[src/pio_bit_pkg.sv]
package pio_bit_pkg;
  localparam int PORT_W = 8;
  // control word recognition patterns in the low-order bits
  localparam logic [3:0] MODE_LOW_MASK   = 4'hF;
  localparam logic [3:0] MODE_LOW_PAT    = 4'hF;
  localparam logic [3:0] ICW_LOW_MASK    = 4'hF;
  localparam logic [3:0] ICW_LOW_PAT     = 4'h7;
  localparam logic [3:0] IEN_LOW_MASK    = 4'hF;
  localparam logic [3:0] IEN_LOW_PAT     = 4'h3;
  // field positions
  localparam int MODE_HI_BIT  = 7;
  localparam int MODE_LO_BIT  = 6;
  localparam int ICW_EN_BIT   = 7;
  localparam int ICW_FUNC_BIT = 6;
  localparam int ICW_LVL_BIT  = 5;
  localparam int ICW_MASK_BIT = 4;
  localparam int IEN_EN_BIT   = 7;
  // mode codes
  localparam logic [1:0] MODE_BIT_CTRL = 2'h3;
  // reset values
  localparam logic [1:0] MODE_RST = 2'h1;
  localparam logic [7:0] DIR_RST  = 8'hFF;
  localparam logic [7:0] MASK_RST = 8'h00;
  typedef enum logic [1:0]
  {
    EXP_ANY  = 2'b00,
    EXP_DIR  = 2'b01,
    EXP_MASK = 2'b10
  } expect_t;
endpackage

[src/pio_bit_port.sv]
`timescale 1ns/1ns
module pio_bit_port
  import pio_bit_pkg::*;
(
  input  wire logic                          clk,
  input  wire logic                          reset_n,
  input  wire logic                          ctrl_wr,
  input  wire logic [7:0]                    ctrl_data,
  input  wire logic [pio_bit_pkg::PORT_W-1:0] port_in,
  input  wire logic [pio_bit_pkg::PORT_W-1:0] out_data,
  output logic      [pio_bit_pkg::PORT_W-1:0] port_out,
  output logic      [pio_bit_pkg::PORT_W-1:0] port_oe_n,
  output logic      [pio_bit_pkg::PORT_W-1:0] in_data,
  output logic      [1:0]                    mode,
  output logic                               irq_pending,
  output logic                               irq
);
  import pio_bit_pkg::*;

  logic [PORT_W-1:0] sync1_reg;
  logic [PORT_W-1:0] sync2_reg;
  logic [PORT_W-1:0] dir_reg;
  logic [PORT_W-1:0] mask_reg;
  logic [PORT_W-1:0] out_reg;
  logic [1:0]        mode_reg;
  logic              func_and_reg;
  logic              lvl_high_reg;
  logic              ien_reg;
  logic              pend_reg;
  logic              cond_reg;
  expect_t           exp_reg;
  // decode and evaluation helpers
  logic              is_mode;
  logic              is_icw;
  logic              is_ien;
  logic [PORT_W-1:0] active;
  logic [PORT_W-1:0] considered;
  logic              cond_now;
  logic [1:0]        mode_sel;
  logic              pend_set;
  logic              pend_clr;

  // word classification; a pending data word takes precedence
  // pattern decode
  always_comb
  begin
    is_mode = (exp_reg == EXP_ANY) &&
              ((ctrl_data[3:0] & MODE_LOW_MASK) == MODE_LOW_PAT);
    is_icw  = (exp_reg == EXP_ANY) &&
              ((ctrl_data[3:0] & ICW_LOW_MASK) == ICW_LOW_PAT);
    is_ien  = (exp_reg == EXP_ANY) &&
              ((ctrl_data[3:0] & IEN_LOW_MASK) == IEN_LOW_PAT);
  end

  // mode field of a mode word, used only when the word is a mode word
  assign mode_sel = ctrl_data[MODE_HI_BIT:MODE_LO_BIT];

  // two-stage synchroniser for the port pins
  // nothing but the second stage reads the first
  always_ff @(posedge clk or negedge reset_n)
  begin
    if (!reset_n)
    begin
      sync1_reg <= '0;
      sync2_reg <= '0;
    end
    else
    begin
      sync1_reg <= port_in;
      sync2_reg <= sync1_reg;
    end
  end

  // expected next word sequencing; a data word is never decoded
  always_ff @(posedge clk or negedge reset_n)
  begin
    if (!reset_n)
      exp_reg <= EXP_ANY;
    else if (ctrl_wr)
    begin
      case (exp_reg)
        EXP_ANY:
        begin
          if (is_mode && mode_sel == MODE_BIT_CTRL)
            exp_reg <= EXP_DIR;
          else if (is_icw && ctrl_data[ICW_MASK_BIT])
            exp_reg <= EXP_MASK;
          else
            exp_reg <= EXP_ANY;
        end
        // the data word has been taken; decode resumes
        EXP_DIR:
          exp_reg <= EXP_ANY;
        EXP_MASK:
          exp_reg <= EXP_ANY;
        default:
          exp_reg <= EXP_ANY;
      endcase
    end
  end

  // mode register
  always_ff @(posedge clk or negedge reset_n)
  begin
    if (!reset_n)
      mode_reg <= MODE_RST;
    else if (ctrl_wr && is_mode)
      mode_reg <= mode_sel;
  end

  // direction and mask registers
  always_ff @(posedge clk or negedge reset_n)
  begin
    if (!reset_n)
    begin
      dir_reg  <= DIR_RST;
      mask_reg <= MASK_RST;
    end
    else if (ctrl_wr && exp_reg == EXP_DIR)
      dir_reg <= ctrl_data;
    else if (ctrl_wr && exp_reg == EXP_MASK)
      mask_reg <= ctrl_data;
  end

  // interrupt function, level and enable
  always_ff @(posedge clk or negedge reset_n)
  begin
    if (!reset_n)
    begin
      func_and_reg <= 1'b0;
      lvl_high_reg <= 1'b0;
      ien_reg      <= 1'b0;
    end
    else if (ctrl_wr && is_icw)
    begin
      func_and_reg <= ctrl_data[ICW_FUNC_BIT];
      lvl_high_reg <= ctrl_data[ICW_LVL_BIT];
      ien_reg      <= ctrl_data[ICW_EN_BIT];
    end
    else if (ctrl_wr && is_ien)
      ien_reg <= ctrl_data[IEN_EN_BIT];
  end

  // output latch, taken every cycle for all lines
  // lines set as inputs ignore it at the pin, but it is still latched
  always_ff @(posedge clk or negedge reset_n)
  begin
    if (!reset_n)
      out_reg <= '0;
    else
      out_reg <= out_data;
  end

  // evaluate the logic function over considered inputs
  // masked lines dropped
  always_comb
  begin
    active     = lvl_high_reg ? sync2_reg : ~sync2_reg;
    considered = dir_reg & ~mask_reg;
    // an empty set of considered lines would make AND true at once,
    // so it is held off explicitly
    // AND all, OR any
    if (considered == '0)
      cond_now = 1'b0;
    else if (func_and_reg)
      cond_now = ((active | ~considered) == '1);
    else
      cond_now = ((active & considered) != '0);
  end

  // a rising condition sets the flag only in bit mode with irq enabled
  // level-driven rising condition
  assign pend_set = (mode_reg == MODE_BIT_CTRL) && ien_reg &&
                    cond_now && !cond_reg;
  // clear on D4, in any mode
  assign pend_clr = ctrl_wr && is_icw && ctrl_data[ICW_MASK_BIT];

  // pending flag: set on condition becoming true, set wins over clear
  // cond_reg follows even while disabled, so enabling never fires on a
  // condition that was already true
  always_ff @(posedge clk or negedge reset_n)
  begin
    if (!reset_n)
    begin
      cond_reg <= 1'b0;
      pend_reg <= 1'b0;
    end
    else
    begin
      cond_reg <= cond_now;
      if (pend_set)
        pend_reg <= 1'b1;
      else if (pend_clr)
        pend_reg <= 1'b0;
    end
  end

  assign port_oe_n   = dir_reg;
  assign port_out    = out_reg;
  assign in_data     = sync2_reg;
  assign mode        = mode_reg;
  assign irq_pending = pend_reg;
  // irq follows the enable at once, so a disable word silences it
  assign irq         = pend_reg & ien_reg;
endmodule

[config.mk]
export PLATFORM = sky130hd
export DESIGN_NAME = pio_bit_port
export DESIGN_NICKNAME = d
export VERILOG_FILES = /design/src/pio_bit_pkg.sv /design/src/pio_bit_port.sv
export SDC_FILE = /design/constraint.sdc
export NUM_CORES = 1
export LEC_CHECK = 0
export BUFFER_PORTS_ARGS = -buffer_cell sky130_fd_sc_hd__clkbuf_2
export CORE_MARGIN = 2
export CORE_UTILIZATION = 38
export CTS_BUF_LIST = sky130_fd_sc_hd__clkbuf_16
export DETAILED_ROUTE_END_ITERATION = 8
export SKIP_CTS_REPAIR_TIMING = 1
export SKIP_LAST_GASP = 1
export SLEW_MARGIN = 20
export SYNTH_ARGS = -nofsm -noshare
export SYNTH_HDL_FRONTEND = slang
export SYNTH_SLANG_ARGS = --single-unit
export TNS_END_PERCENT = 10
[constraint.sdc]
create_clock -name clk -period 1.7 [get_ports clk]
set_clock_uncertainty 0.15 [all_clocks]
set_input_delay 0.17 -clock clk [delete_from_list [all_inputs] [get_ports clk]]
set_output_delay 0.17 -clock clk [all_outputs]
set_load 0.02 [all_outputs]
==> impl_metrics.env <==
export IMPL_rsz0062_at_grt="true"
export IMPL_grt_overflow=0
export IMPL_syn_nets=156
export IMPL_die_width_um=74.16
export IMPL_synthTopCellsByArea="dfrtp_1, dfstp_2, mux2_2, nor3b_1, nand3b_1"
export IMPL_firstDrtPassIters=5
export IMPL_die_y_um=74.16
export IMPL_cp_data_arrival_time_ns=1.86
export IMPL_port_buffers=54
export IMPL_slowest_stage="or4_4"
export IMPL_core_area_mm2=0.004723
export IMPL_slowest_delay_ns=0.56
export IMPL_synth_edf_count=0
export IMPL_cp_start_kind="flop"
export IMPL_synthTopCellsByCount="dfrtp_1, mux2_2, dfstp_2"
export IMPL_synth_cell_types=34
export IMPL_grt_pass1_vias=1394
export IMPL_gp_congestion=0.8910
export IMPL_layout_setup_ws_ns=-0.1313
export IMPL_drt_drc_violations_left=0
export IMPL_antenna_found_initial=0
export IMPL_power_density_mw_per_mm2=1221
export IMPL_cp_max_fo=3
export IMPL_track_usage_pct=15.91
export IMPL_insertedDiodeCount=0
export IMPL_cap_viol_max_count=0
export IMPL_drt_iter0_markers=48
export IMPL_post_place_ws_ns=-0.1215
export IMPL_holdPathStages=2
export IMPL_cp_end_kind="flop"
export IMPL_synthToLayoutAreaGrowth_pct=44.28
export IMPL_row_count=25
export IMPL_critPathTopFamily="simple AND/OR/NAND/NOR gates"
export IMPL_ys_seq_area_share_pct=66.15
export IMPL_maxSlewHeadroom_pct=70.75
export IMPL_grt_max_degree=50
export IMPL_fin_crit_sh_pct=107.7
export IMPL_dieArea_mm2=0.005500
export IMPL_worst_hold_startpoint="ctrl_wr"
export IMPL_max_freq_mhz=546.1
export IMPL_drv_slew=0
export IMPL_nNetsFinal=251
export IMPL_cts_root_buf="clkbuf_16"
export IMPL_r2r_cells=5
export IMPL_crit_buf_inv=0
export IMPL_outcome="complete, but fails checks"
export IMPL_htree_levels=2
export IMPL_r2r_end="cond_reg"
export IMPL_viasPerCell=4.832
export IMPL_worstSetupPathType="reg -> reg"
export IMPL_whs_ns=-0.006610
export IMPL_cts_max_path_buffers=2
export IMPL_routedWlPerCell_um=14.53
export IMPL_ir_worst_vdd_v=0.0006942
export IMPL_post_dp_cell_area_mm2=0.002361
export IMPL_synthArstFlopShare_pct=100.0
export IMPL_p_leak_uw=0.001270
export IMPL_numClockSinks=49
export IMPL_min_to="exp_reg[1]"
export IMPL_violations="negative hold slack, negative setup slack"
export IMPL_hold_class="in -> reg"
export IMPL_syn_inst=129
export IMPL_reg2reg_from="port_oe_n[0]"
export IMPL_clkLatencyLatePin_ns=0.28
export IMPL_yosysTopAreaCell="dfrtp_1"
export IMPL_tritoncts_num_buffers=5
export IMPL_cp_required_ns=1.72
export IMPL_initial_core_util_pct=39.60
export IMPL_synth_most_common_cell="dfrtp_1"
export IMPL_dpl_hpwl_mm=3.033
export IMPL_ant_nets=0
export IMPL_ys_ff_latch=49
export IMPL_synth_flop_cell="dfrtp_1"
export IMPL_cts_tree="built"
export IMPL_synth_top_cell_area_share_pct=53.51
export IMPL_crit_chain="nor3b_1 > or4_4 > o32ai_4 > nand2_1 > a22o_1"
export IMPL_r2r_slack_ns=-0.13
export IMPL_utilization_pct=57.14
export IMPL_syn_area_per_cell_um2=14.50
export IMPL_setup_tns_ns=-0.2207
export IMPL_finalCriticalPeriod_ns=1.831
export IMPL_setup_viol=2
export IMPL_wl_mm=4.243
export IMPL_vias=1411
export IMPL_stdcell_area_mm2=0.002699
export IMPL_yosys_warnings=0
export IMPL_path_clk_slew_ns=0.06
export IMPL_num_io_pins=55
export IMPL_worst_pin_slew_ns=0.4376
export IMPL_finalHoldViolCount=2
export IMPL_synthesis_area_mm2=0.001871
export IMPL_drive_gt1_share_pct=50.22
export IMPL_grt_pass1_wl_mm=6.437
metrics by stage:
stage	power (uW)	instances
6_report	3295	292
5_1_grt	3466	292
4_1_cts	3267	274
3_5_place_dp	2294	266
3_3_place_gp	2265	266
2_1_floorplan	1963	129
metal layers:
metal	vias up	track usage, %	share of wire [%]
met5	-	0	0
met4	0	5.455	0.99
met3	5	5.691	6.4
met2	51	26.69	51
met1	702	19.08	41
li1	653	-	-
cells by family (layout without fill, tap and decap cells):
family                    after synthesis  count (layout)  synth area share (%)
AOI/OAI and AO/OA                      15              15                 6.288
xor gates and xnor gates                1               1                0.4683
buffers and inverters                   7             103                 1.404
DFF                                    49              49                 66.15
muxes                                  22              22                 13.18
and+or+nand+nor                        35              35                 12.51
worst reg2reg max path, stage by stage (launching register included):
cell,delay (ns)
dfstp_2,0.37
nor3b_1,0.13
or4_4,0.56
o32ai_4,0.22
nand2_1,0.09
a22o_1,0.21
cell usage in the layout, fill, tap and decap left out, types with 2 or more instances in the layout:
| master | netlist | final |
|---|---|---|
| or3b_2 | 3 | 3 |
| mux2_2 | 21 | 21 |
| inv_1 | 6 | 7 |
| a21oi_1 | 2 | 2 |
| and2_1 | 2 | 2 |
| nand2_1 | 4 | 4 |
| nor3b_1 | 5 | 5 |
| o21ai_0 | 3 | 3 |
| nand3b_1 | 4 | 4 |
| clkbuf_16 | 0 | 5 |
| clkbuf_2 | 0 | 54 |
| buf_4 | 0 | 16 |
| nand2b_1 | 4 | 4 |
| nand3_1 | 3 | 3 |
| dfrtp_1 | 40 | 40 |
| dfstp_2 | 9 | 9 |
| nor2b_1 | 3 | 3 |
| dlygate4sd3_1 | 0 | 18 |
worst max path at each step:
| stage | slack [ns] | depth (start not counted) | to | start |
|---|---|---|---|---|
| after floorplan | -0.11 | 5 | cond_reg | port_oe_n[0] |
| after global placement | -0.09 | 5 | cond_reg | port_oe_n[0] |
| after detailed placement | -0.12 | 5 | cond_reg | port_oe_n[0] |
| after CTS | -0.13 | 5 | cond_reg | port_oe_n[0] |
| after global routing | -0.19 | 5 | cond_reg | port_oe_n[0] |
| final | -0.13 | 5 | cond_reg | port_oe_n[0] |
cell type report:
class / count / area [um^2]
Clock buffer: 5 / 125.1
Clock inverter: 3 / 20.02
Fill cell: 397 / 2024
Inverter: 6 / 22.52
Multi-Input combinational cell: 73 / 619.3
Sequential cell: 49 / 1237
Tap cell: 67 / 83.83
Timing Repair Buffer: 89 / 590.6
power by group:
part	total, uW	leakage, uW	internal [uW]	switching [uW]
combinational	840	0.000624	439	401
clock	963	0.0000712	542	421
sequential	1490	0.000575	1370	119
total	3290	0.00127	2350	941
Note: power is estimated with default switching activity, not from simulation.
